## src/logic/tcg_pkg.sv

```systemverilog
// constants, address map and state codes for the trunking card glue
package tcg_pkg;
   // clock rate of core_clk
   localparam int          CLK_MHZ          = 200;
   // watchdog service interval limit in milliseconds
   localparam int          WDOG_TIMEOUT_MS  = 2000;
   localparam longint      WDOG_CYCLES_L    = longint'(WDOG_TIMEOUT_MS) * 1000 * CLK_MHZ;
   // width of the generated reset pulse in microseconds
   localparam int          RST_PULSE_US     = 10;
   localparam int          RST_PULSE_CYC    = RST_PULSE_US * CLK_MHZ;
   localparam logic [15:0] RST_PULSE_LAST   = 16'(RST_PULSE_CYC - 1);
   // external data space map
   localparam logic [15:0] RAM_LAST         = 16'h1fff;
   localparam logic [15:0] RF_FIRST         = 16'ha170;
   localparam logic [15:0] RF_LAST          = 16'ha172;
   localparam logic [15:0] PH_FIRST         = 16'ha0f0;
   localparam logic [15:0] PH_LAST          = 16'ha0f2;
   // shared switch buffer / output latch addresses
   localparam logic [15:0] SW2_LATCH_ADDR   = 16'ha800;
   localparam logic [15:0] SW1_LATCH_ADDR   = 16'hb000;
   localparam logic [15:0] SW3_LATCH_ADDR   = 16'hb800;
   // codes of address lines a13..a11 for the shared io slots
   localparam logic [2:0]  SLOT_A800        = 3'h5;
   localparam logic [2:0]  SLOT_B000        = 3'h6;
   localparam logic [2:0]  SLOT_B800        = 3'h7;
   // bit positions inside the output latches
   localparam int          IND_LINE_TWO     = 2;
   localparam int          IND_LINE_FIVE    = 5;
   localparam int          DATA_PRESENT_BIT = 0;
   localparam int          TONE_BIT         = 0;
   // width of the asynchronous input vector and its slots
   localparam int          NSYNC            = 13;
   localparam int          S_ALE = 0, S_PROGRAM_STORE_STROBE_B = 1, S_RD_B = 2, S_WR_B = 3, S_WDOG = 4;
   localparam int          S_MRST = 5, S_FVPP = 6, S_RXCLK = 7, S_RXD = 8, S_TXCLK = 9;
   localparam int          S_SEL1 = 10, S_SEL2 = 11, S_JMP = 12;
   // idle level of each synchronised pin: the three strobes rest high
   localparam logic [NSYNC-1:0] SYNC_IDLE = 13'h000e;
   // byte length of the synchronous modem path
   localparam logic [2:0]  BIT_LAST         = 3'h7;
   localparam logic [7:0]  SW_PULLUP        = 8'hff;
   // reset generator states
   typedef enum logic [1:0] {
      RST_IDLE  = 2'b01,
      RST_PULSE = 2'b10
   } tcg_rst_state_t;
   // destination of the asynchronous channel
   typedef enum logic [3:0] {
      RT_BACKUP = 4'b0001,
      RT_FLASH  = 4'b0010,
      RT_SITE1  = 4'b0100,
      RT_SITE2  = 4'b1000
   } tcg_route_t;
endpackage

```

## src/logic/tcg_glue.sv

```systemverilog
// glue logic of the trunking card: resets, clock, decode, latches, serial routing
`timescale 1ns/10ps
// Functional notes
// - watchdog resets after two unserviced seconds
// - reset pulse on flash entry and exit
// - flash status high during flash loading
// - modem reset input resets cpu, modem, latches
// - buffer external 11.0592 MHz clock outward
// - latch low address byte on ale
// - program memory selected only by store strobe
// - decode a13..a11 qualified by read/write
// - ram and modem address ranges mapped
// - switch banks readable at three addresses
// - writes hit latches, reads hit switches
// - transceiver turned toward cpu on switch and phone modem reads
// - buffered inputs on port, no handshake
// - indicator latch drives seven indicators
// - data present from second latch
// - tone code bit from third latch
// - async pair routed by select and flash
// - async channel both directions, 19.2 kbaud
// - phone modem deserialises, bytes on read
// - phone modem latches written transmit bytes
module tcg_glue
   import tcg_pkg::*;
#(
   parameter longint WDOG_CYCLES = WDOG_CYCLES_L  // shorten for simulation
) (
   input  wire logic        core_clk,
   input  wire logic        rst_b,
   input  wire logic        reference_clock,
   output logic             modem_clk_out,
   output logic             cpu_clk_out,
   input  wire logic [7:0]  port0_in,
   output logic      [7:0]  port0_out,
   output logic             port0_oe,
   input  wire logic [7:0]  addr_hi,
   input  wire logic        ale,
   input  wire logic        program_store_strobe_b,
   input  wire logic        rd_b,
   input  wire logic        wr_b,
   output logic      [7:0]  addr_lo,
   output logic             prog_mem_sel,
   output logic             ram_ce,
   output logic             rf_modem_ce,
   output logic             phone_modem_ce,
   input  wire logic        watchdog_service,
   input  wire logic        modem_reset_in,
   input  wire logic        flash_vpp,
   output logic             flash_mode_active,
   output logic             cpu_reset,
   output logic             phone_modem_reset,
   input  wire logic [7:0]  switch_one,
   input  wire logic [7:0]  switch_two,
   input  wire logic [7:0]  switch_three,
   input  wire logic [7:0]  ext_inputs,
   output logic      [7:0]  cpu_input_port,
   output logic      [6:0]  indicators,
   output logic             data_present_out,
   output logic             tone_code_bit,
   input  wire logic        site_link_select_one,
   input  wire logic        site_link_select_two,
   input  wire logic        jumper_route_select,
   input  wire logic        cpu_txd,
   output logic             cpu_rxd,
   input  wire logic        backup_serial_link_rx,
   output logic             backup_serial_link_tx,
   input  wire logic        flash_rx,
   output logic             flash_tx,
   input  wire logic        site_one_rx,
   output logic             site_one_tx,
   input  wire logic        site_two_rx,
   output logic             site_two_tx,
   input  wire logic        sync_receive_clock,
   input  wire logic        sync_receive_serial_in,
   input  wire logic        sync_transmit_clock,
   output logic             sync_transmit_serial_out,
   output logic             sync_receive_overrun
);

   ////////////////////////////////////////////////////////////////////////////
   // input synchronisers

   logic [NSYNC-1:0] async_in;   // raw pins
   logic [NSYNC-1:0] sy_a;       // first stage, read only by sy_b
   logic [NSYNC-1:0] sy_b;       // second stage
   logic [NSYNC-1:0] sy_c;       // third stage
   logic [NSYNC-1:0] sy;         // filtered level
   logic [NSYNC-1:0] sy_q;       // previous filtered level

   assign async_in = {jumper_route_select, site_link_select_two, site_link_select_one,
                      sync_transmit_clock, sync_receive_serial_in, sync_receive_clock,
                      flash_vpp, modem_reset_in, watchdog_service, wr_b, rd_b,
                      program_store_strobe_b, ale};

   // three flops per pin; a change counts once the last two agree
   genvar gi;
   generate
      for (gi = 0; gi < NSYNC; gi++) begin : g_sync
         always_ff @(posedge core_clk or negedge rst_b) begin
            if (!rst_b) begin
               // start at the pin's idle level, so release gives no false strobe edge
               sy_a[gi] <= SYNC_IDLE[gi];
               sy_b[gi] <= SYNC_IDLE[gi];
               sy_c[gi] <= SYNC_IDLE[gi];
               sy[gi]   <= SYNC_IDLE[gi];
               sy_q[gi] <= SYNC_IDLE[gi];
            end else begin
               sy_a[gi] <= async_in[gi];
               sy_b[gi] <= sy_a[gi];
               sy_c[gi] <= sy_b[gi];
               if (sy_b[gi] == sy_c[gi]) begin
                  sy[gi] <= sy_c[gi];
               end
               sy_q[gi] <= sy[gi];
            end
         end
      end
   endgenerate

   // edge helpers on filtered levels
   wire ale_rise  = sy[S_ALE] & ~sy_q[S_ALE];
   wire rd_fall   = ~sy[S_RD_B] & sy_q[S_RD_B];
   wire wr_rise   = sy[S_WR_B] & ~sy_q[S_WR_B];
   wire wdog_rise = sy[S_WDOG] & ~sy_q[S_WDOG];
   wire flash_chg = sy[S_FVPP] ^ sy_q[S_FVPP];
   wire rxclk_rise = sy[S_RXCLK] & ~sy_q[S_RXCLK];
   wire txclk_fall = ~sy[S_TXCLK] & sy_q[S_TXCLK];

   ////////////////////////////////////////////////////////////////////////////
   // clock distribution

   // external reference passed straight to both outputs
   // no local oscillator; a clock is not retimed, so these are plain wires
   assign modem_clk_out = reference_clock;
   assign cpu_clk_out   = reference_clock;

   ////////////////////////////////////////////////////////////////////////////
   // reset generation

   tcg_rst_state_t rst_st;        // reset generator state
   logic [15:0]    rst_cnt;       // pulse width counter
   logic [31:0]    wdog_cnt;      // cycles since last service
   logic           wdog_fire;     // watchdog expiry
   logic           sys_reset;     // combined reset to cpu, modem, latches

   // expiry after two seconds without a service
   assign wdog_fire = (wdog_cnt == 32'(WDOG_CYCLES - 1));

   // watchdog counter, restarted by each service and by any reset
   always_ff @(posedge core_clk or negedge rst_b) begin
      if (!rst_b) begin
         wdog_cnt <= 32'h0;
      end else if (wdog_rise || sys_reset || wdog_fire) begin
         wdog_cnt <= 32'h0;
      end else begin
         wdog_cnt <= wdog_cnt + 32'h1;
      end
   end

   // pulse generator; a new trigger mid-pulse restarts the width
   always_ff @(posedge core_clk or negedge rst_b) begin
      if (!rst_b) begin
         rst_st  <= RST_IDLE;
         rst_cnt <= 16'h0;
      end else begin
         case (rst_st)
            RST_IDLE: begin
               // flash entry or exit both start a pulse
               if (flash_chg || wdog_fire) begin
                  rst_st  <= RST_PULSE;
                  rst_cnt <= 16'h0;
               end
            end
            RST_PULSE: begin
               if (flash_chg || wdog_fire) begin
                  rst_cnt <= 16'h0;
               end else if (rst_cnt == RST_PULSE_LAST) begin
                  rst_st <= RST_IDLE;
               end else begin
                  rst_cnt <= rst_cnt + 16'h1;
               end
            end
            default: begin
               rst_st <= RST_IDLE;
            end
         endcase
      end
   end

   // modem reset input joins the generated pulse for every target
   always_ff @(posedge core_clk or negedge rst_b) begin
      if (!rst_b) begin
         sys_reset <= 1'b1;
      end else begin
         sys_reset <= (rst_st == RST_PULSE) | sy[S_MRST];
      end
   end

   assign cpu_reset         = sys_reset;
   assign phone_modem_reset = sys_reset;

   // status follows the filtered programming voltage level
   assign flash_mode_active = sy[S_FVPP];

   ////////////////////////////////////////////////////////////////////////////
   // bus cycle: address latch and decode

   wire [15:0] full_addr = {addr_hi, addr_lo};
   wire        rd_act    = ~sy[S_RD_B];
   wire        wr_act    = ~sy[S_WR_B];

   // range check used for the rf and phone modem windows of the map; ram uses its top bound only
   function automatic logic in_range(input logic [15:0] a, input logic [15:0] lo,
                                     input logic [15:0] hi);
      in_range = (a >= lo) && (a <= hi);
   endfunction

   // shared io slot from a13..a11, zero when not an io address
   function automatic logic [2:0] io_slot(input logic [15:0] a);
      io_slot = (a[15:14] == 2'b10 && a[10:0] == 11'h0) ? a[13:11] : 3'h0;
   endfunction

   // low address byte held for the rest of the cycle
   always_ff @(posedge core_clk or negedge rst_b) begin
      if (!rst_b) begin
         addr_lo <= 8'h0;
      end else if (ale_rise) begin
         addr_lo <= port0_in;
      end
   end

   // chip enables, registered from the filtered strobes
   always_ff @(posedge core_clk or negedge rst_b) begin
      if (!rst_b) begin
         prog_mem_sel   <= 1'b0;
         ram_ce         <= 1'b0;
         rf_modem_ce    <= 1'b0;
         phone_modem_ce <= 1'b0;
      end else begin
         // code fetch only while the store strobe is low
         prog_mem_sel   <= ~sy[S_PROGRAM_STORE_STROBE_B];
         // data space windows, gated by a read or a write
         ram_ce         <= (rd_act | wr_act) & (full_addr <= RAM_LAST);
         rf_modem_ce    <= (rd_act | wr_act) & in_range(full_addr, RF_FIRST, RF_LAST);
         phone_modem_ce <= (rd_act | wr_act) & in_range(full_addr, PH_FIRST, PH_LAST);
      end
   end

   ////////////////////////////////////////////////////////////////////////////
   // synchronous receive path with two-entry buffer

   logic [7:0] rx_shift;          // incoming bits
   logic [2:0] rx_bits;           // bits held in rx_shift
   logic [7:0] rx_hold;           // complete byte waiting for the buffer
   logic       in_valid;          // filling side valid
   logic       in_ready;          // filling side ready
   logic [7:0] buf_mem [0:1];     // buffer storage
   logic       buf_wp;            // write index
   logic       buf_rp;            // read index
   logic [1:0] buf_cnt;           // entries held
   logic       out_valid;         // draining side valid
   logic       out_ready;         // draining side ready: cpu reads the modem
   wire        ph_read = rd_fall & in_range(full_addr, PH_FIRST, PH_LAST);

   assign in_ready  = (buf_cnt != 2'h2);
   assign out_valid = (buf_cnt != 2'h0);
   assign out_ready = ph_read;

   // bits shifted in on the receive clock; a full buffer stalls the hold
   always_ff @(posedge core_clk or negedge rst_b) begin
      if (!rst_b) begin
         rx_shift             <= 8'h0;
         rx_bits              <= 3'h0;
         rx_hold              <= 8'h0;
         in_valid             <= 1'b0;
         sync_receive_overrun <= 1'b0;
      end else if (sys_reset) begin
         rx_bits  <= 3'h0;
         in_valid <= 1'b0;
      end else begin
         if (rxclk_rise) begin
            rx_shift <= {rx_shift[6:0], sy[S_RXD]};
            rx_bits  <= rx_bits + 3'h1;
         end
         if (rxclk_rise && rx_bits == BIT_LAST) begin
            // a stalled byte still waiting means this one is lost
            sync_receive_overrun <= in_valid & ~in_ready;
            if (!(in_valid && !in_ready)) begin
               rx_hold  <= {rx_shift[6:0], sy[S_RXD]};
               in_valid <= 1'b1;
            end
         end else if (in_valid && in_ready) begin
            in_valid <= 1'b0;
         end
      end
   end

   // buffer pointers and storage
   always_ff @(posedge core_clk or negedge rst_b) begin
      if (!rst_b) begin
         buf_wp     <= 1'b0;
         buf_rp     <= 1'b0;
         buf_cnt    <= 2'h0;
         buf_mem[0] <= 8'h0;
         buf_mem[1] <= 8'h0;
      end else begin
         if (in_valid && in_ready) begin
            buf_mem[buf_wp] <= rx_hold;
            buf_wp          <= ~buf_wp;
         end
         if (out_valid && out_ready) begin
            buf_rp <= ~buf_rp;
         end
         buf_cnt <= buf_cnt + 2'((in_valid && in_ready) ? 1 : 0)
                            - 2'((out_valid && out_ready) ? 1 : 0);
      end
   end

   ////////////////////////////////////////////////////////////////////////////
   // synchronous transmit path

   logic [7:0] tx_shift;          // byte being sent, msb first
   logic [2:0] tx_bits;           // bits sent of current byte
   logic       tx_busy;           // byte loaded and not finished
   wire        ph_write = wr_rise & in_range(full_addr, PH_FIRST, PH_LAST);

   // written byte latched, then shifted out on the transmit clock
   always_ff @(posedge core_clk or negedge rst_b) begin
      if (!rst_b) begin
         tx_shift                 <= 8'h0;
         tx_bits                  <= 3'h0;
         tx_busy                  <= 1'b0;
         sync_transmit_serial_out <= 1'b1;
      end else if (ph_write) begin
         tx_shift <= port0_in;
         tx_bits  <= 3'h0;
         tx_busy  <= 1'b1;
      end else if (tx_busy && txclk_fall) begin
         sync_transmit_serial_out <= tx_shift[7];
         tx_shift                 <= {tx_shift[6:0], 1'b0};
         tx_bits                  <= tx_bits + 3'h1;
         tx_busy                  <= (tx_bits != BIT_LAST);
      end
   end

   ////////////////////////////////////////////////////////////////////////////
   // read data, switches and output latches

   logic [7:0] ind_latch;         // indicator latch
   logic [7:0] dp_latch;          // data present latch
   logic [7:0] tone_latch;        // tone latch

   // switch banks on reads; open switch reads as one via pull-ups
   // transceiver faces the cpu during switch and phone modem reads
   always_ff @(posedge core_clk or negedge rst_b) begin
      if (!rst_b) begin
         port0_out <= 8'h0;
         port0_oe  <= 1'b0;
      end else if (rd_act) begin
         // read strobe selects the buffers at the shared addresses
         if (io_slot(full_addr) == SLOT_A800) begin
            port0_out <= switch_two & SW_PULLUP;
            port0_oe  <= 1'b1;
         end else if (io_slot(full_addr) == SLOT_B000) begin
            port0_out <= switch_one & SW_PULLUP;
            port0_oe  <= 1'b1;
         end else if (io_slot(full_addr) == SLOT_B800) begin
            port0_out <= switch_three & SW_PULLUP;
            port0_oe  <= 1'b1;
         end else if (in_range(full_addr, PH_FIRST, PH_LAST)) begin
            if (rd_fall) begin
               port0_out <= buf_mem[buf_rp];
            end
            port0_oe <= 1'b1;
         end else begin
            port0_oe <= 1'b0;
         end
      end else begin
         port0_oe <= 1'b0;
      end
   end

   // latch write decode from a13..a11 on the write strobe
   always_ff @(posedge core_clk or negedge rst_b) begin
      if (!rst_b) begin
         ind_latch  <= 8'h0;
         dp_latch   <= 8'h0;
         tone_latch <= 8'h0;
      end else if (sys_reset) begin
         ind_latch  <= 8'h0;
         dp_latch   <= 8'h0;
         tone_latch <= 8'h0;
      end else if (wr_rise) begin
         if (io_slot(full_addr) == SLOT_A800) begin
            ind_latch <= port0_in;
         end else if (io_slot(full_addr) == SLOT_B000) begin
            dp_latch <= port0_in;
         end else if (io_slot(full_addr) == SLOT_B800) begin
            tone_latch <= port0_in;
         end
      end
   end

   // seven indicators straight from the latch
   assign indicators       = ind_latch[6:0];
   assign data_present_out = dp_latch[DATA_PRESENT_BIT];
   assign tone_code_bit    = tone_latch[TONE_BIT];

   // input port sampled freely, three-flop synchronised
   logic [7:0] inp_a, inp_b, inp_c;
   always_ff @(posedge core_clk or negedge rst_b) begin
      if (!rst_b) begin
         inp_a          <= 8'h0;
         inp_b          <= 8'h0;
         inp_c          <= 8'h0;
         cpu_input_port <= 8'h0;
      end else begin
         inp_a <= ext_inputs;
         inp_b <= inp_a;
         inp_c <= inp_b;
         if (inp_b == inp_c) begin
            cpu_input_port <= inp_c;
         end
      end
   end

   ////////////////////////////////////////////////////////////////////////////
   // asynchronous channel routing

   tcg_route_t route;             // current destination
   // flashing wins, then site selects, then backup link
   always_ff @(posedge core_clk or negedge rst_b) begin
      if (!rst_b) begin
         route <= RT_BACKUP;
      end else if (sy[S_FVPP]) begin
         route <= RT_FLASH;
      end else if (sy[S_SEL1] && (ind_latch[IND_LINE_TWO] || sy[S_JMP])) begin
         route <= RT_SITE1;
      end else if (sy[S_SEL2] && (ind_latch[IND_LINE_FIVE] || sy[S_JMP])) begin
         route <= RT_SITE2;
      end else begin
         route <= RT_BACKUP;
      end
   end

   // one pair, half duplex by use; unselected lines idle high
   always_comb begin
      backup_serial_link_tx = (route == RT_BACKUP) ? cpu_txd : 1'b1;
      flash_tx              = (route == RT_FLASH)  ? cpu_txd : 1'b1;
      site_one_tx           = (route == RT_SITE1)  ? cpu_txd : 1'b1;
      site_two_tx           = (route == RT_SITE2)  ? cpu_txd : 1'b1;
      case (route)
         RT_FLASH: cpu_rxd = flash_rx;
         RT_SITE1: cpu_rxd = site_one_rx;
         RT_SITE2: cpu_rxd = site_two_rx;
         default:  cpu_rxd = backup_serial_link_rx;
      endcase
   end
endmodule

```

## config.mk

```make
export PLATFORM = sky130hd
export DESIGN_NAME = tcg_glue
export DESIGN_NICKNAME = d
export VERILOG_FILES = /design/src/logic/tcg_pkg.sv /design/src/logic/tcg_glue.sv
export SDC_FILE = /design/constraint.sdc
export NUM_CORES = 1
export LEC_CHECK = 0
export BUFFER_PORTS_ARGS = -buffer_cell sky130_fd_sc_hd__buf_2
export CAP_MARGIN = 20
export CELL_PAD_IN_SITES_DETAIL_PLACEMENT = 0
export CELL_PAD_IN_SITES_GLOBAL_PLACEMENT = 1
export CORE_UTILIZATION = 52
export CTS_BUF_LIST = sky130_fd_sc_hd__clkbuf_8
export DETAILED_ROUTE_END_ITERATION = 12
export GPL_ROUTABILITY_DRIVEN = 1
export GPL_TIMING_DRIVEN = 0
export PLACE_DENSITY_LB_ADDON = 0.1
export SYNTH_ARGS = -nofsm -noshare
export SYNTH_HDL_FRONTEND = slang
export SYNTH_SLANG_ARGS = --single-unit
```

## constraint.sdc

```tcl
create_clock -name core_clk -period 5.9 [get_ports core_clk]
set_input_delay 0 -clock core_clk [delete_from_list [all_inputs] [get_ports core_clk]]
set_output_delay 0 -clock core_clk [all_outputs]
set_load 0.1 [all_outputs]
```

==> metrics.csv <==
metric,value,unit
status,"complete, no violations",
CTS max path bufs,3,
setup bufs post-CTS,0,
Max Fanout on Critical Path,10,
CTS Root Cell,clkbuf_8,
FMAX,0.322,GHz
H-tree levels,2,
final count of hold timing violations,0,
post-synthesis async set-or-reset flop share,1.00,
"commonest non-fill, non-tap cell in the layout",dfrtp_1,
peak supply drop,0.237,mV
worst reg2reg path startpoint,wdog_cnt[0],
post-DR wirelength/cell,15.2,um
nature of the critical path startpoint,input port,
Die Span X,136,um
r2r endpoint,rst_cnt[15],
Synth-to-Final Area Change,22.6,%
"Critical Path, Cell by Cell","dlygate4sd3_1, buf_2, or4b_4, dlygate4sd3_1, nor3_1, nor4bb_1, clkbuf_1, clkbuf_1, o21ai_0, mux2_2",
"Cell Area, Synth",9310,um2
global route overflow,0,
Starting DRT DRC Count,324,
Port-buffer cells,117,
R2R depth,10,
maxcap violations,0,
worst-path cell with the longest stage delay,dlygate4sd3_1,
fin crit period,3110,ps
height of the chip,136,um
fraction of final layout cells sized beyond drive strength 1,0.280,
Synth Register Bits,228,
sequential-to-total area share from yosys stat,0.615,
clock-pin slew on the worst setup and hold paths,60,ps
first-pass GRT wire length,30900,um
vias,6427,
Placement Setup Slack,3090,ps
Starting Density,0.535,
cell count after synthesis,759,
setup tns final,0,ps
via/cell ratio,5.29,
Pre-antenna DRT Iters,4,
Nets,1039,
Critical Path End,port0_out[5],
Slew HR,0.489,
Synthesized Nets,836,
clock tree from TritonCTS,done,
largest net degree at the start of global routing,125,
most frequent cells in the layout,"dfrtp_1, buf_2, nand2_1",
CP bufs+invs,5,
worst min path class,input port to flop,
skew final,14.9,ps
CP Depth,10,
RSZ-0062 raised after global routing,no,
DRC viols,0,
initial antenna violation count,0,
Setup crit end kind,flop,
Core Area,17400,um2
"Clk Latency, worst-skew pair",520,ps
Setup crit start,addr_hi[2],
Row Count,48,
mean area per synthesized cell,12.3,um2
fin util,0.656,
Max Slew Vio Count,0,
TritonCTS Sinks,228,
measured slew at the worst slew-check pin,762,ps
PD cells,339,nW/um2
Worst EP required,6300,ps
global-route usage over all layers,0.212,
"delay-heaviest family, CP",buffers and inverters,
max incr delay on CP,590,ps
Post-synth EDFFs,0,
placed wire-length estimate,12700,um
Yosys cell types,68,
WP data arrival,3500,ps
reg-to-reg setup timing slack,3100,ps
Routed WL,18500,um
CTS buffer count,38,
"Primary FF master, synth",dfrtp_1,
Routed Antenna Nets,0,
fin worst setup slack,2790,ps
# fillers,1370,
die area,18500,um2
fin crit share,0.527,
vias in the first global route,6564,
Setup-failing EPs final,0,
number of I/O pins,119,
LEAKAGE,5.37,nW
GPL Wtd Cong,0.843,
Ant. Diodes,0,
Setup CP Type,input port to flop,
Syn. warnings,0,
-- worst min-delay path: cells and delay by family --
kind / cells / cell delay (ps)
mux: 2 / 270
compound gates: 2 / 190
buf+inv: 1 / 70
-- cells in the mapped netlist, types with 2 or more instances --
master	n	area share
a211oi_1	2	0.0016
o31ai_1	4	0.0032
nor2_1	63	0.025
maj3_1	13	0.014
o21ai_0	34	0.018
nand2b_1	6	0.0040
nand3b_1	3	0.0024
mux2i_1	21	0.023
clkbuf_1	15	0.0060
nand4_1	11	0.0074
buf_4	3	0.0024
xor2_1	22	0.021
nand3_1	20	0.011
dfstp_2	18	0.051
buf_2	3	0.0016
a31oi_1	6	0.0040
nor4_1	5	0.0034
dfrtp_1	210	0.56
nor3_1	9	0.0048
or3_2	2	0.0016
nor2b_1	9	0.0060
inv_1	12	0.0048
and3_1	9	0.0060
mux2_2	64	0.077
or3_1	13	0.0087
and4_1	4	0.0038
nor4bb_1	4	0.0043
xnor2_1	22	0.021
nand2_1	67	0.027
or4_4	2	0.0024
a21oi_1	35	0.019
a22o_1	2	0.0019
nor3b_1	3	0.0024
ha_1	8	0.011
and4_2	2	0.0021
-- cells by family after synthesis --
| logic type | synth area share |
|---|---|
| AOI/OAI and AO/OA | 0.0641 |
| buffers and inverters | 0.0175 |
| muxes | 0.102 |
| DFF | 0.615 |
| and+or+nand+nor | 0.136 |
| adders and majority gates | 0.0247 |
| xor gates and xnor gates | 0.0414 |
-- metal layers --
layer	vias to the layer above	global-route usage	part of all wire	wire, um
met5	-	0	0	0
met4	0	0.0843	0.021	387
met3	35	0.0477	0.053	981
met2	170	0.341	0.47	8780
met1	3136	0.278	0.45	8380
li1	3086	-	-	-
-- layout make-up --
type                    instances  area, um2  share of cell area
plain buffers                  23        109             0.00953
clock buffers                  48        661              0.0579
clock inverters                20       87.6             0.00767
inverters                      13       53.8             0.00471
multi-input cells             495       3420               0.300
flip-flops and latches        228       5730               0.502
well taps                     225        282              0.0247
repair buffers                163       1070              0.0940
-- per-stage QoR --
step                hold slack (ps)  area (um2)  total power, mW  std cells
floorplan                      -296        9310             2.36        759
global route                   69.0       11400             4.08       1215
finish                         37.6       11400             3.87       1215
global placement                107       10200             2.54       1101
detailed placement             93.6       10200             2.57       1102
CTS                            12.2       11400             3.93       1215
-- repair_timing --
item / in CTS / in global routing
hold endpoints to repair: 162 / 0
hold buffers: 45 / 0
setup endpoints to repair: 0 / 0
resized for setup: 0 / 0
-- how the worst min path moves through the flow --
stage                               to  cells past startpoint                   start
after detailed placement   tx_shift[7]                      1                   rst_b
after CTS                 port0_out[1]                      5         switch_three[1]
final                     port0_out[1]                      5         switch_three[1]
after global routing      port0_out[7]                      5         switch_three[7]
after floorplan             addr_lo[0]                      0                   rst_b
after global placement         sy_a[1]                      1  program_store_strobe_b
-- state kept, by name (all words and copies together), names as in the netlist, 12 cells and up --
signal,cells
sy_a,13
buf_mem,16
sy_c,13
sy,12
sy_b,13
rst_cnt,16
wdog_cnt,32
-- power by group --
| group | switching, mW | internal (mW) | leakage (nW) |
|---|---|---|---|
| sequential | 0.109 | 1.72 | 2.90 |
| clock | 0.589 | 0.733 | 0.447 |
| combinational | 0.504 | 0.218 | 2.02 |
| total | 1.20 | 2.67 | 5.37 |
Power figures use the tool's default switching activity.
